### src/hw/rsa_pkg.sv
// constants, opcode and state types for the rotate/subtract/skip datapath
package rsa_pkg;
    localparam int DATA_W = 8;
    localparam int SEL_W = 3;
    localparam int NIB_W = 4;
    localparam int OP_W = 5;
    localparam logic [DATA_W-1:0] ALL_ONES = 8'hFF;
    localparam logic [DATA_W-1:0] ONE = 8'h01;
    localparam logic [DATA_W-1:0] ZERO = 8'h00;
    localparam logic [DATA_W-1:0] W_RST = 8'h00;
    localparam logic FLAG_RST = 1'b0;
    localparam int MSB = DATA_W - 1;

    typedef enum logic [OP_W-1:0] {
        OP_ROT_LEFT_CY_W = 5'h00,
        OP_ROT_RIGHT_MEM = 5'h01,
        OP_ROT_RIGHT_W = 5'h02,
        OP_ROT_RIGHT_CY = 5'h03,
        OP_ROT_RIGHT_CY_W = 5'h04,
        OP_SUB_BORROW_W = 5'h05,
        OP_SUB_BORROW_MEM = 5'h06,
        OP_MINUS_W = 5'h07,
        OP_MINUS_MEM = 5'h08,
        OP_MINUS_IMM_W = 5'h09,
        OP_DEC_SKIP_NIL = 5'h0A,
        OP_DEC_W_SKIP_NIL = 5'h0B,
        OP_INC_SKIP_NIL = 5'h0C,
        OP_INC_W_SKIP_NIL = 5'h0D,
        OP_SKIP_IF_BIT_SET = 5'h0E,
        OP_SET_BYTE = 5'h0F,
        OP_SET_BIT = 5'h10,
        OP_SWAP_MEM = 5'h11,
        OP_SWAP_W = 5'h12
    } rsa_op_t;

    typedef enum logic [1:0] {
        ST_EXEC = 2'h1,
        ST_DUMMY = 2'h2
    } rsa_state_t;
endpackage : rsa_pkg

### src/hw/rsa_dp_if.sv
// operand and result bundle between the core and its two datapath units
`timescale 1ns/1ns
`default_nettype none
interface rsa_dp_if;
    logic [rsa_pkg::DATA_W-1:0] opa;
    logic [rsa_pkg::DATA_W-1:0] opb;
    logic [rsa_pkg::DATA_W-1:0] mem;
    logic cin;
    logic [rsa_pkg::SEL_W-1:0] bsel;
    logic [rsa_pkg::DATA_W-1:0] sub_res;
    logic sub_c;
    logic sub_ac;
    logic sub_ov;
    logic [rsa_pkg::DATA_W-1:0] rr_res;
    logic [rsa_pkg::DATA_W-1:0] rrc_res;
    logic [rsa_pkg::DATA_W-1:0] rlc_res;
    logic [rsa_pkg::DATA_W-1:0] swap_res;
    logic [rsa_pkg::DATA_W-1:0] inc_res;
    logic [rsa_pkg::DATA_W-1:0] dec_res;
    logic [rsa_pkg::DATA_W-1:0] setb_res;
    logic bit_val;
    modport core (output opa, opb, mem, cin, bsel,
        input sub_res, sub_c, sub_ac, sub_ov, rr_res, rrc_res, rlc_res,
        input swap_res, inc_res, dec_res, setb_res, bit_val);
    modport sub (input opa, opb, cin, output sub_res, sub_c, sub_ac, sub_ov);
    modport shf (input mem, cin, bsel,
        output rr_res, rrc_res, rlc_res, swap_res, inc_res, dec_res, setb_res, bit_val);
endinterface : rsa_dp_if
`default_nettype wire

### src/hw/rsa_alu.sv
// execution datapath for the rotate, subtract, skip, set and swap group
`timescale 1ns/1ns
`default_nettype none
module rsa_alu (
    input wire logic ref_clk,
    input wire logic resetn,
    input wire logic op_valid,
    input wire logic [rsa_pkg::OP_W-1:0] op_code,
    input wire logic [rsa_pkg::SEL_W-1:0] bit_sel,
    input wire logic [rsa_pkg::DATA_W-1:0] mem_rdata,
    input wire logic [rsa_pkg::DATA_W-1:0] imm_data,
    output logic op_ready,
    output logic [rsa_pkg::DATA_W-1:0] working_register,
    output logic borrow_inverse_flag,
    output logic result_nil_flag,
    output logic nibble_half_flag,
    output logic signed_wrap_flag,
    output logic [rsa_pkg::DATA_W-1:0] mem_wdata,
    output logic mem_we,
    output logic skip_next,
    output logic dummy_slot,
    output logic op_done
);
    rsa_dp_if dp ();

    rsa_subtract u_sub (
        .dp(dp.sub)
    );

    rsa_shifter u_shf (
        .dp(dp.shf)
    );

    rsa_pkg::rsa_state_t state_r;
    rsa_pkg::rsa_state_t state_nxt;
    rsa_pkg::rsa_op_t op;

    logic [rsa_pkg::DATA_W-1:0] w_r;
    logic [rsa_pkg::DATA_W-1:0] w_nxt;
    logic c_r;
    logic c_nxt;
    logic z_r;
    logic z_nxt;
    logic ac_r;
    logic ac_nxt;
    logic ov_r;
    logic ov_nxt;
    logic [rsa_pkg::DATA_W-1:0] wdata_r;
    logic [rsa_pkg::DATA_W-1:0] wdata_nxt;
    logic we_r;
    logic we_nxt;
    logic skip_r;
    logic skip_nxt;
    logic dummy_r;
    logic dummy_nxt;
    logic done_r;
    logic done_nxt;
    logic use_imm;
    logic take;
    logic two_cycle;
    logic [rsa_pkg::DATA_W-1:0] sub_res;
    logic plain_sub;

    assign op = rsa_pkg::rsa_op_t'(op_code);
    assign take = op_valid && (state_r == rsa_pkg::ST_EXEC);
    // new work is refused during the dummy slot of a skip instruction
    assign op_ready = (state_r == rsa_pkg::ST_EXEC);

    assign use_imm = (op == rsa_pkg::OP_MINUS_IMM_W);
    assign dp.opa = w_r;
    assign dp.opb = use_imm ? imm_data : mem_rdata;
    assign dp.mem = mem_rdata;
    // plain subtract takes no borrow
    // the unit always subtracts not(cin), so a forced one cancels it;
    // rotations still see the real carry since they never match here
    assign plain_sub = (op == rsa_pkg::OP_MINUS_W) || (op == rsa_pkg::OP_MINUS_MEM)
        || (op == rsa_pkg::OP_MINUS_IMM_W);
    assign dp.cin = plain_sub ? 1'b1 : c_r;
    assign dp.bsel = bit_sel;
    assign sub_res = dp.sub_res;

    always_comb begin
        two_cycle = 1'b0;
        unique case (op)
            rsa_pkg::OP_DEC_SKIP_NIL,
            rsa_pkg::OP_DEC_W_SKIP_NIL,
            rsa_pkg::OP_INC_SKIP_NIL,
            rsa_pkg::OP_INC_W_SKIP_NIL,
            rsa_pkg::OP_SKIP_IF_BIT_SET: begin
                two_cycle = 1'b1;
            end
            default: begin
                two_cycle = 1'b0;
            end
        endcase
    end

    always_comb begin
        state_nxt = state_r;
        dummy_nxt = 1'b0;
        unique case (state_r)
            rsa_pkg::ST_EXEC: begin
                if (take && two_cycle) begin
                    state_nxt = rsa_pkg::ST_DUMMY;
                    dummy_nxt = 1'b1;
                end
            end
            rsa_pkg::ST_DUMMY: begin
                state_nxt = rsa_pkg::ST_EXEC;
            end
            default: begin
                state_nxt = rsa_pkg::ST_EXEC;
            end
        endcase
    end

    always_comb begin
        w_nxt = w_r;
        c_nxt = c_r;
        z_nxt = z_r;
        ac_nxt = ac_r;
        ov_nxt = ov_r;
        wdata_nxt = wdata_r;
        we_nxt = 1'b0;
        skip_nxt = 1'b0;
        done_nxt = 1'b0;
        if (take) begin
            done_nxt = 1'b1;
            unique case (op)
                rsa_pkg::OP_ROT_LEFT_CY_W: begin
                    w_nxt = dp.rlc_res;
                    c_nxt = mem_rdata[rsa_pkg::MSB];
                end
                rsa_pkg::OP_ROT_RIGHT_MEM: begin
                    wdata_nxt = dp.rr_res;
                    we_nxt = 1'b1;
                end
                rsa_pkg::OP_ROT_RIGHT_W: begin
                    w_nxt = dp.rr_res;
                end
                rsa_pkg::OP_ROT_RIGHT_CY: begin
                    wdata_nxt = dp.rrc_res;
                    we_nxt = 1'b1;
                    c_nxt = mem_rdata[0];
                end
                rsa_pkg::OP_ROT_RIGHT_CY_W: begin
                    w_nxt = dp.rrc_res;
                    c_nxt = mem_rdata[0];
                end
                rsa_pkg::OP_SUB_BORROW_W: begin
                    w_nxt = sub_res;
                    c_nxt = dp.sub_c;
                    z_nxt = (sub_res == rsa_pkg::ZERO);
                    ac_nxt = dp.sub_ac;
                    ov_nxt = dp.sub_ov;
                end
                rsa_pkg::OP_SUB_BORROW_MEM: begin
                    wdata_nxt = sub_res;
                    we_nxt = 1'b1;
                    c_nxt = dp.sub_c;
                    z_nxt = (sub_res == rsa_pkg::ZERO);
                    ac_nxt = dp.sub_ac;
                    ov_nxt = dp.sub_ov;
                end
                rsa_pkg::OP_MINUS_W,
                rsa_pkg::OP_MINUS_IMM_W: begin
                    w_nxt = sub_res;
                    c_nxt = dp.sub_c;
                    z_nxt = (sub_res == rsa_pkg::ZERO);
                    ac_nxt = dp.sub_ac;
                    ov_nxt = dp.sub_ov;
                end
                rsa_pkg::OP_MINUS_MEM: begin
                    wdata_nxt = sub_res;
                    we_nxt = 1'b1;
                    c_nxt = dp.sub_c;
                    z_nxt = (sub_res == rsa_pkg::ZERO);
                    ac_nxt = dp.sub_ac;
                    ov_nxt = dp.sub_ov;
                end
                rsa_pkg::OP_DEC_SKIP_NIL: begin
                    wdata_nxt = dp.dec_res;
                    we_nxt = 1'b1;
                    skip_nxt = (dp.dec_res == rsa_pkg::ZERO);
                end
                rsa_pkg::OP_DEC_W_SKIP_NIL: begin
                    w_nxt = dp.dec_res;
                    skip_nxt = (dp.dec_res == rsa_pkg::ZERO);
                end
                rsa_pkg::OP_INC_SKIP_NIL: begin
                    wdata_nxt = dp.inc_res;
                    we_nxt = 1'b1;
                    skip_nxt = (dp.inc_res == rsa_pkg::ZERO);
                end
                rsa_pkg::OP_INC_W_SKIP_NIL: begin
                    w_nxt = dp.inc_res;
                    skip_nxt = (dp.inc_res == rsa_pkg::ZERO);
                end
                rsa_pkg::OP_SKIP_IF_BIT_SET: begin
                    skip_nxt = dp.bit_val;
                end
                rsa_pkg::OP_SET_BYTE: begin
                    wdata_nxt = rsa_pkg::ALL_ONES;
                    we_nxt = 1'b1;
                end
                rsa_pkg::OP_SET_BIT: begin
                    wdata_nxt = dp.setb_res;
                    we_nxt = 1'b1;
                end
                rsa_pkg::OP_SWAP_MEM: begin
                    wdata_nxt = dp.swap_res;
                    we_nxt = 1'b1;
                end
                rsa_pkg::OP_SWAP_W: begin
                    w_nxt = dp.swap_res;
                end
                default: begin
                    // unknown codes act as a no-op so the sequencer never hangs
                    done_nxt = 1'b1;
                end
            endcase
        end
    end

    // sequencer state
    always_ff @(posedge ref_clk) begin
        if (!resetn) begin
            state_r <= rsa_pkg::ST_EXEC;
        end else begin
            state_r <= state_nxt;
        end
    end

    // accumulator
    always_ff @(posedge ref_clk) begin
        if (!resetn) begin
            w_r <= rsa_pkg::W_RST;
        end else begin
            w_r <= w_nxt;
        end
    end

    // status flags
    always_ff @(posedge ref_clk) begin
        if (!resetn) begin
            c_r <= rsa_pkg::FLAG_RST;
            z_r <= rsa_pkg::FLAG_RST;
            ac_r <= rsa_pkg::FLAG_RST;
            ov_r <= rsa_pkg::FLAG_RST;
        end else begin
            c_r <= c_nxt;
            z_r <= z_nxt;
            ac_r <= ac_nxt;
            ov_r <= ov_nxt;
        end
    end

    // memory write port
    always_ff @(posedge ref_clk) begin
        if (!resetn) begin
            wdata_r <= rsa_pkg::ZERO;
            we_r <= 1'b0;
        end else begin
            wdata_r <= wdata_nxt;
            we_r <= we_nxt;
        end
    end

    // one-cycle pulses to the sequencer
    always_ff @(posedge ref_clk) begin
        if (!resetn) begin
            skip_r <= 1'b0;
            dummy_r <= 1'b0;
            done_r <= 1'b0;
        end else begin
            skip_r <= skip_nxt;
            dummy_r <= dummy_nxt;
            done_r <= done_nxt;
        end
    end

    assign working_register = w_r;
    assign borrow_inverse_flag = c_r;
    assign result_nil_flag = z_r;
    assign nibble_half_flag = ac_r;
    assign signed_wrap_flag = ov_r;
    assign mem_wdata = wdata_r;
    assign mem_we = we_r;
    assign skip_next = skip_r;
    assign dummy_slot = dummy_r;
    assign op_done = done_r;
endmodule : rsa_alu
`default_nettype wire

### src/hw/rsa_subtract.sv
// borrow subtractor: a - b - not(cin) with the carry, half-carry and overflow flags
`timescale 1ns/1ns
`default_nettype none
module rsa_subtract (
    rsa_dp_if.sub dp
);
    logic [rsa_pkg::DATA_W:0] full;
    logic [rsa_pkg::NIB_W:0] half;
    logic [rsa_pkg::DATA_W-1:0] nb;
    assign nb = ~dp.opb;
    assign full = {1'b0, dp.opa} + {1'b0, nb} + {{rsa_pkg::DATA_W{1'b0}}, dp.cin};
    assign half = {1'b0, dp.opa[rsa_pkg::NIB_W-1:0]} + {1'b0, nb[rsa_pkg::NIB_W-1:0]}
        + {{rsa_pkg::NIB_W{1'b0}}, dp.cin};
    assign dp.sub_res = full[rsa_pkg::DATA_W-1:0];
    assign dp.sub_c = full[rsa_pkg::DATA_W];
    assign dp.sub_ac = half[rsa_pkg::NIB_W];
    // signed wrap: operands differ in sign and result sign left minuend's
    assign dp.sub_ov = (dp.opa[rsa_pkg::MSB] ^ dp.opb[rsa_pkg::MSB])
        & (dp.opa[rsa_pkg::MSB] ^ full[rsa_pkg::MSB]);
endmodule : rsa_subtract
`default_nettype wire

### src/hw/rsa_shifter.sv
// rotate, swap, increment, decrement and bit set/test on the memory byte
`timescale 1ns/1ns
`default_nettype none
module rsa_shifter (
    rsa_dp_if.shf dp
);
    logic [rsa_pkg::DATA_W-1:0] mask;
    localparam int N = rsa_pkg::NIB_W;
    assign dp.rr_res = {dp.mem[0], dp.mem[rsa_pkg::MSB:1]};
    assign dp.rrc_res = {dp.cin, dp.mem[rsa_pkg::MSB:1]};
    assign dp.rlc_res = {dp.mem[rsa_pkg::MSB-1:0], dp.cin};
    assign dp.swap_res = {dp.mem[N-1:0], dp.mem[rsa_pkg::MSB:N]};
    assign dp.inc_res = dp.mem + rsa_pkg::ONE;
    assign dp.dec_res = dp.mem - rsa_pkg::ONE;
    genvar i;
    for (i = 0; i < rsa_pkg::DATA_W; i++) begin : g_mask
        assign mask[i] = (dp.bsel == rsa_pkg::SEL_W'(i));
    end
    assign dp.setb_res = dp.mem | mask;
    assign dp.bit_val = |(dp.mem & mask);
endmodule : rsa_shifter
`default_nettype wire

### config.mk
export PLATFORM = sky130hd
export DESIGN_NAME = rsa_alu
export DESIGN_NICKNAME = d
export VERILOG_FILES = /design/src/hw/rsa_pkg.sv /design/src/hw/rsa_dp_if.sv /design/src/hw/rsa_alu.sv /design/src/hw/rsa_subtract.sv /design/src/hw/rsa_shifter.sv
export SDC_FILE = /design/constraint.sdc
export NUM_CORES = 1
export LEC_CHECK = 0
export ABC_AREA = 1
export BUFFER_PORTS_ARGS = -buffer_cell sky130_fd_sc_hd__buf_2
export CAP_MARGIN = 20
export CORE_MARGIN = 4
export CORE_UTILIZATION = 58
export CTS_CLUSTER_SIZE = 40
export DETAILED_ROUTE_END_ITERATION = 12
export PLACE_DENSITY = 0.83
export SYNTH_ARGS = -nofsm -noshare
export SYNTH_HDL_FRONTEND = slang
export SYNTH_SLANG_ARGS = --single-unit
export TNS_END_PERCENT = 10
### constraint.sdc
create_clock -name ref_clk -period 8.65 [get_ports ref_clk]
set_clock_uncertainty 0.2 [all_clocks]
set_input_delay 0.865 -clock ref_clk [delete_from_list [all_inputs] [get_ports ref_clk]]
set_output_delay 0.865 -clock ref_clk [all_outputs]
set_load 0.02 [all_outputs]
==> metrics.md <==
| Metric | Value |
|---|---|
| Status | completed |
| Initial Util | 0.601 |
| Worst-Margin Slew | 0.751 ns |
| Skew-Pair Late Insertion Delay | 0.28 ns |
| Endpoints failing setup | 0 |
| Critical path type | in -> reg |
| Total Routing Usage GR | 0.340 |
| Synth Area in Simple Gates | 0.450 |
| Post-Synth XOR/XNOR Area | 0.0278 |
| DP Wirelength | 7900 microns |
| First-pass GRT wire length | 16,500 microns |
| Async SR Flop Fraction | 0 |
| Sw Ratio | 0.383 |
| Placed cell area | 3130 sq um |
| Adder-Cell Fraction of Synth Area | 0.0582 |
| Fmax | 0.263 GHz |
| Synth Flop Type | dfxtp_1 |
| Placed cells | 594 |
| Initial antenna violation count | 0 |
| PortBufs | 51 |
| Core Area | 4720 sq um |
| Synth Warn # | 0 |
| Post-Synthesis Cell Area | 2840 sq um |
| Number of distinct library cells after synthesis | 38 |
| Compound-Gate Fraction of Synth Area | 0.189 |
| 1st-pass router iterations | 5 |
| Fin crit share | 0.440 |
| Routed Antenna Nets | 0 |
| P&R area growth vs syn | 12.9% |
| Setup bufs post-CTS | 0 |
| Slew Limit Headroom | 0.494 |
| Total gr overflow | 0 |
| # diodes | 0 |
| Logic pwr share | 0.367 |
| Post-synthesis mux area share | 0 |
| Fillcell total | 438 |
| Cts hold-fix bufs | 0 |
| Vias | 3,596 |
| CTS clk-pin slew, worst paths | 0.10 ns |
| Non-Filler Instances | 598 |
| Yosys reg bits | 26 |
| WL per Instance | 17.0 microns |
| Cells after synthesis | 485 |
| Maximum Capacitance Violations | 0 |
| Largest family of logic cells by synthesized area | simple AND/OR/NAND/NOR gates |
| Pwr Total | 373 uW |
| Peak supply drop | 0.0738 mV |
| Clk root buf | clkbuf_8 |
| Utilization after layout | 0.678 |
| Seq pwr share | 0.349 |
| CTS Buffer Depth | 2 |
| CP endpoint kind | register |
| Post-route cell area | 3200 sq um |
| Die Area | 6080 sq um |
| Final Max Slew Viols | 0 |
| Hold Fails Final Rpt | 0 |
| # clock sinks | 26 |
| CP Data Required Time | 8.67 ns |
| Chip width | 78.0 microns |
| H-tree depth | 1 |
| Sequential fraction of the synthesis area | 0.183 |
| Leak pwr | 0.00163 uW |
| Worst Path Arrival | 3.83 ns |
| Clock share of power | 0.284 |
| Post-synth EDFFs | 0 |
| DR iter-0 viols | 328 |
| Unrepaired setup endpoints after global routing | false |
| Setup_tns | 0 ns |
| Mean Syn Cell Area | 5.85 sq um |
| Routed WL | 10,100 microns |
| Vias per std cell | 6.01 |
| Crit Path Max Fanout | 7 |
| TritonCTS Buffers | 3 |
| Fin crit period | 3.81 ns |
| Die Ht | 78.0 microns |
| Residual DRC | 0 |
| Post_cts resized | 0 |
| Number of global-route vias before repair | 3,377 |
| Pwr dens | 116 nW/um^2 |
| Worst Setup Start Kind | primary input |
| Sw Pwr | 143 uW |
| CTS tree | done |
| I/O pins | 52 |
| Layout cells sized above 1 | 0.175 |
| Synthesized Nets | 524 |
| Row cnt | 25 |
| RePlAce Congestion | 0.999 |
| Fin nets | 571 |
| Internal Pwr Total | 230 uW |
| Largest net degree at the start of global routing | 16 |
| Hold/Removal Path Class | reg -> reg |
layout make-up:
type,instances,area [sq um],share of cell area
Clock inverter,1,30.0,0.00937
Multi-Input combinational cell,392,2060,0.642
Inverter,58,218,0.0679
Clock buffer,3,41.3,0.0129
Timing Repair Buffer,51,255,0.0797
Tap cell,67,83.8,0.0262
Sequential cell,26,520,0.162
kinds of logic after synthesis:
family | count (synthesis)
flip-flops | 26
AND/OR/NAND/NOR | 272
buffers and inverters | 67
AO/OA/AOI/OAI | 99
adder cells (fa/ha/maj) | 12
XOR/XNOR | 9
cell usage after synthesis (all sizes together) (2+ instances only):
master	n	area share
nand2	117	0.17
nor2	82	0.13
inv	54	0.071
o21ai	46	0.085
nand3	38	0.077
a21oi	37	0.065
dfxtp	26	0.18
nand4	14	0.031
nor3	13	0.023
ha	10	0.044
o22ai	8	0.018
xor2	8	0.025
clkbuf	5	0.0066
nand3b	5	0.015
buf	4	0.0093
clkinv	4	0.0053
o211ai	3	0.0079
a21o	2	0.0053
fa	2	0.014
routing by layer:
layer	GRT usage	wire length (microns)
met1	0.434	4110
met4	0.152	418
met2	0.544	4460
met3	0.0789	1150
met5	0	0
placed cells by master (no fill, tap or decap), drive strengths merged:
cell,instances
a21o,2
a21oi,37
a22oi,1
a31oi,1
and2,1
buf,51
bufinv,1
clkbuf,3
clkinv,4
dfxtp,26
fa,2
ha,10
inv,54
nand2,117
nand3,38
nand3b,5
nand4,14
nor2,82
nor3,13
nor4,1
o211ai,3
o21ai,46
o21bai,1
o22ai,8
or2,1
xnor2,1
xor2,8
path summary, 6_finish.rpt:
kind / startpoint / end / slack [ns] / depth (start not counted)
setup / recovery: op_code[4] / result_nil_flag$_SDFFE_PN0P_ / 4.84 / 14
hold / removal: mem_wdata[7]$_SDFFE_PN0P_ / mem_wdata[7]$_SDFFE_PN0P_ / 0.27 / 2
setup reg to reg: borrow_inverse_flag$_SDFFE_PN0P_ / result_nil_flag$_SDFFE_PN0P_ / 5.71 / 10
hold reg to reg: mem_wdata[7]$_SDFFE_PN0P_ / mem_wdata[7]$_SDFFE_PN0P_ / 0.27 / 2
through the flow:
stage	hold slack, ns	setup WS (ns)
after floorplan	0.341	5.18
after global placement	0.257	4.76
after detailed placement	0.260	4.60
after CTS	0.276	4.89
after global routing	0.303	4.57
final	0.274	4.84
critical path, cell delays in order:
cell and delay [ns]:
buf_2 0.13, inv_2 0.13, nand3_2 0.17, nor2_1 0.24, nor2_1 0.06, nand2_1 0.11, inv_1 0.07, fa_1 0.41
fa_1 0.41, o21ai_0 0.57, xor2_1 0.21, nor3_1 0.19, nand4_1 0.11, a21oi_1 0.14
power by group through the flow:
stage          clock, uW  sequential, uW  combinational, uW
2_1_floorplan          0             140               83.1
3_3_place_gp           0             132                130
3_5_place_dp           0             133                132
4_1_cts              104             130                133
5_1_grt              110             131                149
6_report             106             130                137
registers in the layout (all words and copies together), names as in the netlist:
signal / cells
result_nil_flag: 1
op_done: 1
borrow_inverse_flag: 1
mem_we: 1
mem_wdata: 8
working_register: 8
dummy_slot: 1
nibble_half_flag: 1
skip_next: 1
signed_wrap_flag: 1
state_r: 2
(Power assumes the default switching activity.)
